===== src/msb_pkg.sv =====
package msb_pkg;
    localparam int unsigned CLK_HZ       = 25000000;
    localparam int unsigned TICK_HZ      = 1000;
    localparam int unsigned TICK_CYC     = CLK_HZ / TICK_HZ;
    // Time settings in tenths of seconds, the takeover fallback in clock cycles, the others in percent
    localparam logic [10:0] STOP_TIME_RST = 11'h064;
    localparam logic [10:0] RCB_DLY_RST   = 11'h005;
    localparam logic [10:0] TIME_MAX      = 11'h4b0;
    localparam logic [6:0]  PCT_MAX       = 7'h64;
    localparam logic [6:0]  END_TQ_RST    = 7'h00;
    localparam logic [6:0]  STEP_DN_RST   = 7'h64;
    localparam logic [6:0]  DC_SPD_RST    = 7'h1e;
    localparam logic [6:0]  VEC_STR_RST   = 7'h4b;
    localparam logic [6:0]  DC_STR_RST    = 7'h0f;
    localparam logic [6:0]  JOG_SPD_RST   = 7'h0a;
    localparam logic [6:0]  JOG_SPD_MAX   = 7'h1e;
    localparam logic [6:0]  STANDSTILL    = 7'h00;
    localparam logic [6:0]  MIN_ON        = 7'h00;
    localparam logic [7:0]  TAKEOVER_CYC  = 8'h19;
    localparam int unsigned SUB_W        = 12;

    typedef enum logic [2:0] {
        STOP_LIN_TQ = 3'h1,
        STOP_SQR_TQ = 3'h2,
        STOP_VOLT   = 3'h3,
        STOP_COAST  = 3'h4,
        STOP_BRAKE  = 3'h5
    } msb_stop_type;

    typedef enum logic {
        BRK_VECTOR  = 1'h0,
        BRK_REVERSE = 1'h1
    } msb_brake_type;

    typedef struct packed {
        logic [2:0]  stop_method;
        logic        brake_method;
        logic [6:0]  end_torque;
        logic [6:0]  step_down;
        logic [6:0]  dc_speed;
        logic [6:0]  vec_strength;
        logic [6:0]  dc_strength;
        logic [10:0] stop_time;
        logic [10:0] rcb_delay;
        logic [6:0]  jog_speed_fwd;
        logic [6:0]  jog_speed_rev;
    } msb_cfg_type;

    typedef struct packed {
        logic [2:0] fire;
        logic [6:0] level;
        logic       torque_mode;
    } msb_fire_type;
endpackage : msb_pkg


===== src/msb_sequencer.sv =====
`timescale 1ns/10ps
module msb_sequencer (
    // Clock and reset
    input  wire logic                 mclk,
    input  wire logic                 reset,
    // Settings
    input  wire msb_pkg::msb_cfg_type cfg,
    input  wire logic                 cfg_load,
    // Run and stop
    input  wire logic                 run_cmd,
    input  wire logic                 stop_cmd,
    input  wire logic                 takeover_ok,
    // Jog
    input  wire logic                 jog_key_fwd,
    input  wire logic                 jog_key_rev,
    input  wire logic                 jog_forward_input,
    input  wire logic                 jog_reverse_input,
    input  wire logic                 jog_di_fwd_cfg,
    input  wire logic                 jog_di_rev_cfg,
    input  wire logic                 jog_com_fwd,
    input  wire logic                 jog_com_rev,
    input  wire logic                 allow_fwd,
    input  wire logic                 allow_rev,
    // Motor feedback
    input  wire logic [6:0]           speed,
    input  wire logic [6:0]           torque_now,
    input  wire logic                 rot_sensor_en,
    input  wire logic                 rot_sensor_stop,
    // Outputs
    output logic                      run_contactor,
    output logic                      brake_contactor,
    output msb_pkg::msb_fire_type     fire_q,
    output logic [6:0]                brake_strength,
    output logic                      run_internal,
    output logic                      jog_dir_rev,
    output logic [6:0]                jog_speed,
    output logic                      stop_busy,
    output msb_pkg::msb_cfg_type      cfg_q
);
    // ------------------------------------------------------------
    // State
    // ------------------------------------------------------------
    typedef enum {S_IDLE, S_RUN, S_TAKEOVER, S_TQ, S_VOLT, S_VEC, S_RC_DLY,
                  S_RC, S_DC} msb_state_type;

    // Tenth-second tick; counter sized to hold the whole period
    localparam int unsigned TENTH_CYC = msb_pkg::TICK_CYC * 100;
    localparam int unsigned SUB_BITS  = $clog2(TENTH_CYC);

    msb_state_type          st_q, st_d;
    msb_pkg::msb_cfg_type   cfg_d;
    logic [2:0]             lat_stop_q, lat_stop_d;
    logic                   lat_brk_q, lat_brk_d;
    logic [6:0]             tq0_q, tq0_d;
    logic [10:0]            t_q, t_d;
    logic [10:0]            dly_q, dly_d;
    logic [7:0]             to_q, to_d;
    logic [SUB_BITS-1:0]    sub_q, sub_d;
    logic                   tick;
    msb_pkg::msb_fire_type  fire_d;
    logic                   k1_q, k1_d, k2_q, k2_d;
    logic [6:0]             str_q, str_d;
    logic                   run_q, run_d, jrev_q, jrev_d, busy_q, busy_d;
    logic [6:0]             jspd_q, jspd_d;
    logic                   jf, jr;

    // Scale percentage by the fraction num over den, such as elapsed or remaining stop time
    function automatic logic [6:0] scale(input logic [6:0] pct, input logic [10:0] num,
                                         input logic [10:0] den);
        logic [17:0] p;
        p = 18'(pct) * 18'(num);
        scale = (den == 11'h000) ? 7'h00 : 7'(p / 18'(den));
    endfunction : scale

    function automatic logic [6:0] clip(input logic [6:0] v, input logic [6:0] mx);
        clip = (v > mx) ? mx : v;
    endfunction : clip

    assign tick = (sub_q == SUB_BITS'(TENTH_CYC - 1));

    // ------------------------------------------------------------
    // Next state
    // ------------------------------------------------------------
    always_comb begin
        logic [10:0] rem;
        logic [6:0]  frac;
        rem = 11'h000;
        frac = 7'h00;
        st_d = st_q;
        cfg_d = cfg_q;
        lat_stop_d = lat_stop_q;
        lat_brk_d = lat_brk_q;
        tq0_d = tq0_q;
        t_d = t_q;
        dly_d = dly_q;
        to_d = to_q;
        sub_d = tick ? '0 : sub_q + SUB_BITS'(1);
        fire_d = fire_q;
        k1_d = k1_q;
        k2_d = k2_q;
        str_d = str_q;
        jspd_d = 7'h00;
        jrev_d = jrev_q;
        // Settings clipped to their ranges on load; an invalid stop code keeps the old stop method
        if (cfg_load) begin
            cfg_d = cfg;
            cfg_d.end_torque = clip(cfg.end_torque, msb_pkg::PCT_MAX);
            cfg_d.step_down = clip(cfg.step_down, msb_pkg::PCT_MAX);
            cfg_d.dc_speed = clip(cfg.dc_speed, msb_pkg::PCT_MAX);
            cfg_d.vec_strength = clip(cfg.vec_strength, msb_pkg::PCT_MAX);
            cfg_d.dc_strength = clip(cfg.dc_strength, msb_pkg::PCT_MAX);
            cfg_d.stop_time = (cfg.stop_time > msb_pkg::TIME_MAX) ? msb_pkg::TIME_MAX
                                                                  : cfg.stop_time;
            cfg_d.rcb_delay = (cfg.rcb_delay > msb_pkg::TIME_MAX) ? msb_pkg::TIME_MAX
                                                                  : cfg.rcb_delay;
            cfg_d.jog_speed_fwd = clip(cfg.jog_speed_fwd, msb_pkg::JOG_SPD_MAX);
            cfg_d.jog_speed_rev = clip(cfg.jog_speed_rev, msb_pkg::JOG_SPD_MAX);
            if (cfg.stop_method < 3'(msb_pkg::STOP_LIN_TQ)
                    || cfg.stop_method > 3'(msb_pkg::STOP_BRAKE))
                cfg_d.stop_method = cfg_q.stop_method;
        end
        // three jog sources, digital input only if configured, direction allowed
        jf = allow_fwd && (jog_key_fwd || (jog_forward_input && jog_di_fwd_cfg) || jog_com_fwd);
        jr = allow_rev && (jog_key_rev || (jog_reverse_input && jog_di_rev_cfg) || jog_com_rev);
        if (jf && cfg_q.jog_speed_fwd != 7'h00) begin
            jspd_d = cfg_q.jog_speed_fwd;
            jrev_d = 1'b0;
        end else if (jr && cfg_q.jog_speed_rev != 7'h00) begin
            jspd_d = cfg_q.jog_speed_rev;
            jrev_d = 1'b1;
        end
        run_d = run_cmd || (jspd_d != 7'h00);
        // Stop timer in tenths
        if (tick && t_q != 11'h000)
            t_d = t_q - 11'h001;
        if (tick && dly_q != 11'h000)
            dly_d = dly_q - 11'h001;
        rem = cfg_q.stop_time - t_q;
        unique case (st_q)
            S_IDLE: begin
                fire_d = '0;
                k1_d = 1'b0;
                k2_d = 1'b0;
                if (run_d) begin
                    st_d = S_RUN;
                end
            end
            S_RUN: begin
                // run contactor during start and run
                k1_d = 1'b1;
                fire_d.fire = 3'h7;
                fire_d.level = msb_pkg::PCT_MAX;
                fire_d.torque_mode = 1'b0;
                if (stop_cmd && !run_d) begin
                    lat_stop_d = cfg_q.stop_method;
                    lat_brk_d = cfg_q.brake_method;
                    tq0_d = torque_now;
                    to_d = msb_pkg::TAKEOVER_CYC;
                    st_d = S_TAKEOVER;
                end
            end
            S_TAKEOVER: begin
                // thyristors take current before stop method
                fire_d.fire = 3'h7;
                to_d = (to_q != 8'h00) ? to_q - 8'h01 : to_q;
                if (takeover_ok || to_q == 8'h00) begin
                    t_d = cfg_q.stop_time;
                    unique case (lat_stop_q)
                        3'(msb_pkg::STOP_LIN_TQ), 3'(msb_pkg::STOP_SQR_TQ): st_d = S_TQ;
                        3'(msb_pkg::STOP_VOLT): begin
                            fire_d.level = cfg_q.step_down;
                            st_d = S_VOLT;
                        end
                        // brake method only for brake code
                        3'(msb_pkg::STOP_BRAKE): st_d = lat_brk_q ? S_RC_DLY : S_VEC;
                        default: st_d = S_IDLE;
                    endcase
                    if (lat_stop_q == 3'(msb_pkg::STOP_BRAKE) && lat_brk_q) begin
                        k1_d = 1'b0;
                        fire_d.fire = 3'h0;
                        dly_d = cfg_q.rcb_delay;
                    end
                    if (st_d == S_IDLE)
                        k1_d = 1'b0;
                end
            end
            S_TQ: begin
                // ramp from stop torque, to end torque
                fire_d.torque_mode = 1'b1;
                frac = scale(msb_pkg::PCT_MAX, rem, cfg_q.stop_time);
                if (lat_stop_q == 3'(msb_pkg::STOP_SQR_TQ))
                    frac = PCT_SQ(frac);
                if (tq0_q > cfg_q.end_torque)
                    fire_d.level = tq0_q - scale(tq0_q - cfg_q.end_torque, 11'(frac),
                                                 11'(msb_pkg::PCT_MAX));
                else
                    fire_d.level = cfg_q.end_torque;
            end
            S_VOLT: begin
                fire_d.level = msb_pkg::MIN_ON + scale(cfg_q.step_down, t_q, cfg_q.stop_time);
            end
            S_VEC: begin
                fire_d.fire = 3'h7;
                str_d = cfg_q.vec_strength;
                if (speed < cfg_q.dc_speed)
                    st_d = S_DC;
            end
            S_RC_DLY: begin
                if (dly_q == 11'h000) begin
                    k2_d = 1'b1;
                    st_d = S_RC;
                end
            end
            S_RC: begin
                fire_d.fire = 3'h7;
                str_d = cfg_q.vec_strength;
                if (speed < cfg_q.dc_speed)
                    st_d = S_DC;
            end
            S_DC: begin
                fire_d.fire = 3'h6;
                str_d = cfg_q.dc_strength;
                if (speed == msb_pkg::STANDSTILL || (rot_sensor_en && rot_sensor_stop))
                    st_d = S_IDLE;
            end
            default: st_d = S_IDLE;
        endcase
        if ((st_q == S_TQ || st_q == S_VOLT || st_q == S_VEC || st_q == S_RC_DLY
                || st_q == S_RC || st_q == S_DC) && t_q == 11'h000)
            st_d = S_IDLE;
        if (st_d == S_IDLE && st_q != S_IDLE) begin
            fire_d = '0;
            k1_d = 1'b0;
            k2_d = 1'b0;
            str_d = 7'h00;
        end
        busy_d = (st_d != S_IDLE) && (st_d != S_RUN);
    end

    function automatic logic [6:0] PCT_SQ(input logic [6:0] f);
        logic [13:0] p;
        p = 14'(f) * 14'(f);
        PCT_SQ = 7'(p / 14'(msb_pkg::PCT_MAX));
    endfunction : PCT_SQ

    // ------------------------------------------------------------
    // Registers
    // ------------------------------------------------------------
    always_ff @(posedge mclk) begin
        if (reset) begin
            st_q <= S_IDLE;
            cfg_q <= '{stop_method: 3'(msb_pkg::STOP_COAST), brake_method: 1'b0,
                       end_torque: msb_pkg::END_TQ_RST, step_down: msb_pkg::STEP_DN_RST,
                       dc_speed: msb_pkg::DC_SPD_RST, vec_strength: msb_pkg::VEC_STR_RST,
                       dc_strength: msb_pkg::DC_STR_RST, stop_time: msb_pkg::STOP_TIME_RST,
                       rcb_delay: msb_pkg::RCB_DLY_RST, jog_speed_fwd: msb_pkg::JOG_SPD_RST,
                       jog_speed_rev: msb_pkg::JOG_SPD_RST};
            lat_stop_q <= 3'(msb_pkg::STOP_COAST);
            lat_brk_q <= 1'b0;
            tq0_q <= 7'h00;
            t_q <= 11'h000;
            dly_q <= 11'h000;
            to_q <= 8'h00;
            sub_q <= '0;
            fire_q <= '0;
            k1_q <= 1'b0;
            k2_q <= 1'b0;
            str_q <= 7'h00;
            run_q <= 1'b0;
            jrev_q <= 1'b0;
            jspd_q <= 7'h00;
            busy_q <= 1'b0;
        end else begin
            st_q <= st_d;
            cfg_q <= cfg_d;
            lat_stop_q <= lat_stop_d;
            lat_brk_q <= lat_brk_d;
            tq0_q <= tq0_d;
            t_q <= t_d;
            dly_q <= dly_d;
            to_q <= to_d;
            sub_q <= sub_d;
            fire_q <= fire_d;
            k1_q <= k1_d;
            k2_q <= k2_d;
            str_q <= str_d;
            run_q <= run_d;
            jrev_q <= jrev_d;
            jspd_q <= jspd_d;
            busy_q <= busy_d;
        end
    end

    assign run_contactor = k1_q;
    assign brake_contactor = k2_q;
    assign brake_strength = str_q;
    assign run_internal = run_q;
    assign jog_dir_rev = jrev_q;
    assign jog_speed = jspd_q;
    assign stop_busy = busy_q;
endmodule : msb_sequencer

===== config.mk =====
export PLATFORM = sky130hd
export DESIGN_NAME = msb_sequencer
export DESIGN_NICKNAME = d
export VERILOG_FILES = /design/src/msb_pkg.sv /design/src/msb_sequencer.sv
export SDC_FILE = /design/constraint.sdc
export NUM_CORES = 2
export LEC_CHECK = 0
export ABC_AREA = 1
export BUFFER_PORTS_ARGS = -buffer_cell sky130_fd_sc_hd__buf_2
export CAP_MARGIN = 20
export CORE_MARGIN = 4
export CORE_UTILIZATION = 50
export DETAILED_ROUTE_END_ITERATION = 8
export PLACE_DENSITY = 0.68
export SLEW_MARGIN = 10
export SYNTH_ARGS = -nofsm -noshare
export SYNTH_HDL_FRONTEND = slang
export SYNTH_SLANG_ARGS = --single-unit

===== constraint.sdc =====
create_clock -name mclk -period 122 [get_ports mclk]
set_input_delay 12.2 -clock mclk [delete_from_list [all_inputs] [get_ports mclk]]
set_output_delay 12.2 -clock mclk [all_outputs]
set_load 0.1 [all_outputs]

## Word-level counts from Yosys, hierarchy flattened

Index checks and enable logic that the tools add are counted.

| storage, ports and cells | value |
|---|---|
| flip-flop bits (word level) | 200 |
| bits of input ports | 107 |
| word-level logic and storage cells | 200 |

| cells by class | value |
|---|---|
| add/subtract/negate cells | 7 |
| multipliers | 4 |
| divide/modulo/power cells | 4 |
| order comparisons | 13 |
| equality and inequality tests | 26 |
| multiplexer cells | 51 |
| bitwise gates (word level) | 1 |
| reduce and logical (&&, ||, !) cells | 65 |

Operators with widths:

| operator | number |
|---|---|
| $mux 32 | 9 |
| $pmux 32 s7 | 1 |
| $eq 32x3->1 const B | 5 |
| $eq 32x4->1 const B | 5 |
| $mux 7 | 15 |
| $mux 11 | 9 |
| $logic_not 32->1 | 3 |
| $eq 32x2->1 const B | 2 |
| $reduce_bool 32->1 | 2 |
| $div 18x11->18 | 2 |
| $gt 7x7->1 const B | 5 |
| $pmux 7 s5 | 1 |
| $logic_not 11->1 | 3 |
| $eq 32x1->1 const B | 1 |
| $eq 32x5->1 const B | 1 |
| $ne 32x2->1 const B | 1 |
| $mul 7x7->14 | 2 |
| $add 22x1->22 const B | 1 |
| $eq 22x22->1 const B | 1 |
| $gt 11x11->1 const B | 2 |
| $reduce_bool 11->1 | 2 |
| $sub 11x1->11 const B | 2 |
| $reduce_bool 7->1 | 3 |
| $div 14x7->18 const B | 1 |
| other kinds (43) | 92 |

## Logic depth before layout (Yosys ltp)

| logic depth | value |
|---|---|
| depth after elaboration | 17 |
| mapped depth | 424 |

## Least setup slack after synthesis

Ideal clock, no wire load.

| timing path | value |
|---|---|
| path type | flip-flop to flip-flop |
| from | reg cfg_q[25] (netlist bit) |
| to | reg fire_q[7] (netlist bit) |
| data arrival time | 55260 ps |
| required time | 121880 ps |
| path slack | 66620 ps |
| stages on the path, launching flop included | 397 |
| path buffers | 14 |
| period minus slack after synthesis | 55380 ps |
| cell sequence | dfxtp_1 -> inv_1 -> ha_1 -> inv_1 -> fa_1 -> a21oi_1 -> nor2_1 -> nor2_1 -> nor2_1 -> nor2_1 -> xor2_1 -> xnor2_1 -> ha_1 -> ha_1 -> ha_1 -> nand2_1 -> inv_1 -> a21oi_1 -> [361 not listed] -> xor2_1 -> o21ai_1 -> o21ai_1 -> ha_1 -> inv_1 -> fa_1 -> a31oi_1 -> nor2_1 -> nor2_1 -> nor2_1 -> nor2_1 -> xnor2_1 -> xor2_1 -> nand2_1 -> a221oi_1 -> o21ai_0 -> nand2_1 -> a21oi_1 |

| on the way | value |
|---|---|
| word-level cells in the longest chain between the ends | 13 |
| elaborated cells on any way between the ends | 16 |
| classes of those cells | 2 x add/sub; 3 x mul; 4 x div; 6 x mux; 1 x reduce/logical |

RTL lines:

| what | RTL line | text |
|---|---|---|
| start: declaration | msb_sequencer.sv:38 | `output msb_pkg::msb_cfg_type cfg_q` |
| start signal: assignment | msb_sequencer.sv:252 | `cfg_q <= '{stop_method: 3'(msb_pkg::STOP_COAST), brake_method: 1'b0,` |
| start signal: assignment | msb_sequencer.sv:275 | `cfg_q <= cfg_d;` |
| $sub 11x11->11 | msb_sequencer.sv:138 | `rem = cfg_q.stop_time - t_q;` |
| $mul 5x11->16 | msb_sequencer.sv:71 | `p = 18'(pct) * 18'(num);` |
| $div 18x11->18 | msb_sequencer.sv:72 | `scale = (den == 11'h000) ? 7'h00 : 7'(p / 18'(den));` |
| $mux 7 | msb_sequencer.sv:72 |  |
| $mul 7x7->14 | msb_sequencer.sv:242 | `p = 14'(f) * 14'(f);` |
| $div 14x7->14 | msb_sequencer.sv:243 | `PCT_SQ = 7'(p / 14'(msb_pkg::PCT_MAX));` |
| $mux 7 | msb_sequencer.sv:191 | `if (lat_stop_q == 3'(msb_pkg::STOP_SQR_TQ))` |
| $mux 7 | msb_sequencer.sv:139 | `unique case (st_q)` |
| $mul 7x7->14 | msb_sequencer.sv:71 |  |
| $div 14x7->18 | msb_sequencer.sv:72 |  |
| $sub 7x7->7 | msb_sequencer.sv:194 | `fire_d.level = tq0_q - scale(tq0_q - cfg_q.end_torque, 11'(frac),` |
| $mux 7 | msb_sequencer.sv:193 | `if (tq0_q > cfg_q.end_torque)` |
| $pmux 7 s5 (*) | msb_sequencer.sv:139 |  |
| end signal: assignment | msb_sequencer.sv:283 | `fire_q <= fire_d;` |
| end: declaration | msb_sequencer.sv:32 | `output msb_pkg::msb_fire_type fire_q,` |

Every way passes the cells marked *; elsewhere a longest branch is shown, timed or not. The select of a mux whose other input is x is not followed.
A chain may end at the register's enable or synchronous reset.

## Final worst setup path

Ends and elaborated chain as after synthesis.

==> impl_results.md <==
* Status: completed
* Root buf cell: clkbuf_16
* CTS Hold Bufs at 0
* # nets final at 5,594
* Die area at 66,460 µm²
* CTS max path bufs at 2
* Inserted Clock Buffers at 17
* Kind of critical path: register to register
* Setup-failing EPs final at 0
* Synth Register Bits at 199
* Post-CTS sizing at 0
* Setup slack, reg-to-reg at 60,990 ps
* Die width at 257.8 µm
* Setup Fix Bufs, Post-CTS at 0
* Max Fclk at between 15 and 20 MHz
* Post-synth cell types at 77
* Synth Warn # at 0
* IO buf count at 211
* Worst path required time at 122,320 ps
* Hold_sp: sub_q[0]$_SDFF_PP0_
* RePlAce Congestion at 0.9421
* Die height at 257.8 µm
* # Max-Cap Violations at 0
* Asr flop ratio synth at 0%
* Initial antenna violation count at 0
* Period utilization at 50.00%
* Global-route wire length before repair at 143,600 µm
* Hold endpoint: sub_q[0]$_SDFF_PP0_
* Clock insertion delay at the later pin of the skew report at 450 ps
* Largest net degree at the start of global routing at 50
* Min cycle time layout at 61,010 ps
* Max_slew headroom at 25.84%
* Tightest Pin Transition at 1108 ps
* CORE AREA at around 62,000 µm²
* Sequential share of the synthesized area at 12.77%
* Most frequent cells in the layout: 997 x nand2_1, 741 x inv_1, 449 x ha_1
* Final Max Slew Viols at 0
* CTS tree: done
* Initial DRT Pass Iterations at 5
* Setup crit end kind: register
* Post-synthesis cell count at 4,746
* Worst Hold Class: register to register
* P&R area growth vs syn at 8.490%
* WL met1 at a little under 40,000 µm
* Max stage delay on crit path at 750 ps
* Number of synthesized flops with an enable pin at 0
* Initial Utilization at about 51%
* Clk pin slew, worst setup/hold paths at 80 ps
* DR vias at 30,700
* Layout cell share with drive strength beyond 1 at 8.996%
* Vias in the first global route at approximately 29,000
* Ys flop type: dfxtp_1
* CP Max Fanout at 29
* Syn Std Cell Area at 31,200 µm²
* Rows at ~90
* Wire length on met2 at around 40,000 µm
* Final hold viol count at 0
* Clk_skew at 9.592 ps
* RSZ-0062 raised after global routing: false
* Most used cell, CP: nand2_1
* R2R Path Start: cfg_q[25]$_SDFFE_PP0P_
* Min-Delay Path Depth at 1
* Commonest non-fill, non-tap cell in the layout: nand2_1
* DR vias/cell at 5.297
* Clock sink total at 199
* DR top layer: met4
* FF-to-FF path depth at 386
* Slowest library cell on the worst path: o21ai_0
* Startpoint Class: register
* Max H-tree Level at 4
* Final antenna-violating net count at 0
* Setup TNS Final at 0 ps
* Top-level port count at 212
* Total GRT Usage at 25.67%
* Routed WL at around 87,000 µm
* Wire length per cell at between 10 and 15 µm
* 1st-iter DRT viols at 1,727
* Avg Cell Area, Syn at 6.574 µm²
* Post-route DRC violation count at 0
* Data arrival, critical path at 61,330 ps
* Routed wl met3 at 5195 µm
* DP HPWL at 70,590 µm
* Antenna cell count at 0
* Remaining Overflow, GRT at 0
* End of the worst register-to-register path: fire_q[7]$_SDFFE_PP0P_
-- synth_stat cells, drive strengths merged (5+ instances only) --
library cell	n	area share, %
buf	11	0.20
o2111ai	5	0.14
a21oi	272	4.4
fa	93	6.0
o211ai	27	0.65
o21a	14	0.34
a211oi	13	0.31
mux2i	5	0.16
nor4	38	0.76
xnor2	129	3.6
a21o	59	1.4
nor3	72	1.3
o221ai	7	0.20
ha	449	18
nand4	69	1.5
a22oi	12	0.29
inv	766	9.2
o32ai	5	0.14
dfxtp	199	13
a21boi	6	0.14
nand3b	9	0.22
nor2	428	5.5
a31oi	18	0.36
clkinv	10	0.12
o21bai	52	1.3
and2	7	0.15
clkbuf	73	0.88
nand2	1046	13
o21ai	379	6.2
xor2	159	4.5
or2	31	0.62
o31ai	25	0.60
nand3	217	3.9
nor3b	6	0.14
o22ai	6	0.12
-- layout make-up --
type / instances / area, µm²
clock buffers: 17 / 425.4
clock inverters: 15 / 153.9
fillers: 6334 / 27860
inverters: 776 / 2913
multi-input cells: 3714 / 24080
flip-flops and latches: 199 / 3984
well taps: 837 / 1047
repair buffers: 237 / 1251
-- sequential cells by signal, summed over array words and instances (netlist names) --
signal and flops:
brake_contactor 1, lat_brk_q 1, brake_strength 7, tq0_q 7, t_q 11, jog_speed 7, st_q 32, run_internal 1
fire_q 10, dly_q 11, lat_stop_q 3, jog_dir_rev 1, cfg_q 75, stop_busy 1, run_contactor 1, sub_q 22
to_q 8
-- routing by layer --
metal	GRT usage, %	up-vias
li1	-	15960
met1	33.62	13940
met2	44.87	691
met3	3.942	107
met4	5.516	0
met5	0	-
-- logic make-up after synthesis --
group                    count (synthesis)  share of synthesized area, %
AND/OR/NAND/NOR                       1929                         27.33
other                                    1                       0.01202
buffers and inverters                  860                         10.42
XOR/XNOR                               288                         8.084
multiplexers                             6                        0.1965
adder cells (fa/ha/maj)                542                         23.97
flip-flops                             199                         12.77
AO/OA/AOI/OAI                          921                         17.22
-- worst max-delay path by stage --
stage,start,endpoint,slack [ps],cells after the start
CTS,cfg_q[25]$_SDFFE_PP0P_,fire_q[7]$_SDFFE_PP0P_,61230,388
detailed placement,cfg_q[25]$_SDFFE_PP0P_,fire_q[7]$_SDFFE_PP0P_,61530,388
floorplan,cfg_q[25]$_SDFFE_PP0P_,fire_q[7]$_SDFFE_PP0P_,66620,396
global route,cfg_q[25]$_SDFFE_PP0P_,fire_q[7]$_SDFFE_PP0P_,53390,386
global placement,cfg_q[25]$_SDFFE_PP0P_,fire_q[7]$_SDFFE_PP0P_,63060,387
finish,cfg_q[25]$_SDFFE_PP0P_,fire_q[7]$_SDFFE_PP0P_,60990,386
-- worst max-delay path, delay by kind of cell (launching register included) --
kind                       cells  cell delay, ps
AOI/OAI and AO/OA            122           21760
xor gates and xnor gates       8            1560
adders and majority gates     35           12750
buffers and inverters         54            5650
DFF                            1             410
and+or+nand+nor              167           18640
-- per-stage QoR --
stage / utilization (%) / worst slack [ps] / hold slack (ps) / area, µm² / std cells
6_report: 54.85 / 60990 / 451.3 / 33850 / 5795
5_1_grt: 54.85 / 53390 / 485.0 / 33850 / 5795
4_1_cts: 54.85 / 61230 / 450.5 / 33850 / 5795
3_5_place_dp: 53.91 / 61530 / 434.5 / 33270 / 5763
3_3_place_gp: 53.91 / 63060 / 427.2 / 33270 / 5763
2_1_floorplan: - / 66620 / 417.6 / 31300 / 4773
Power is not shown: default switching activity piles up to over one toggle a cycle in this logic, so the estimate is an artifact.
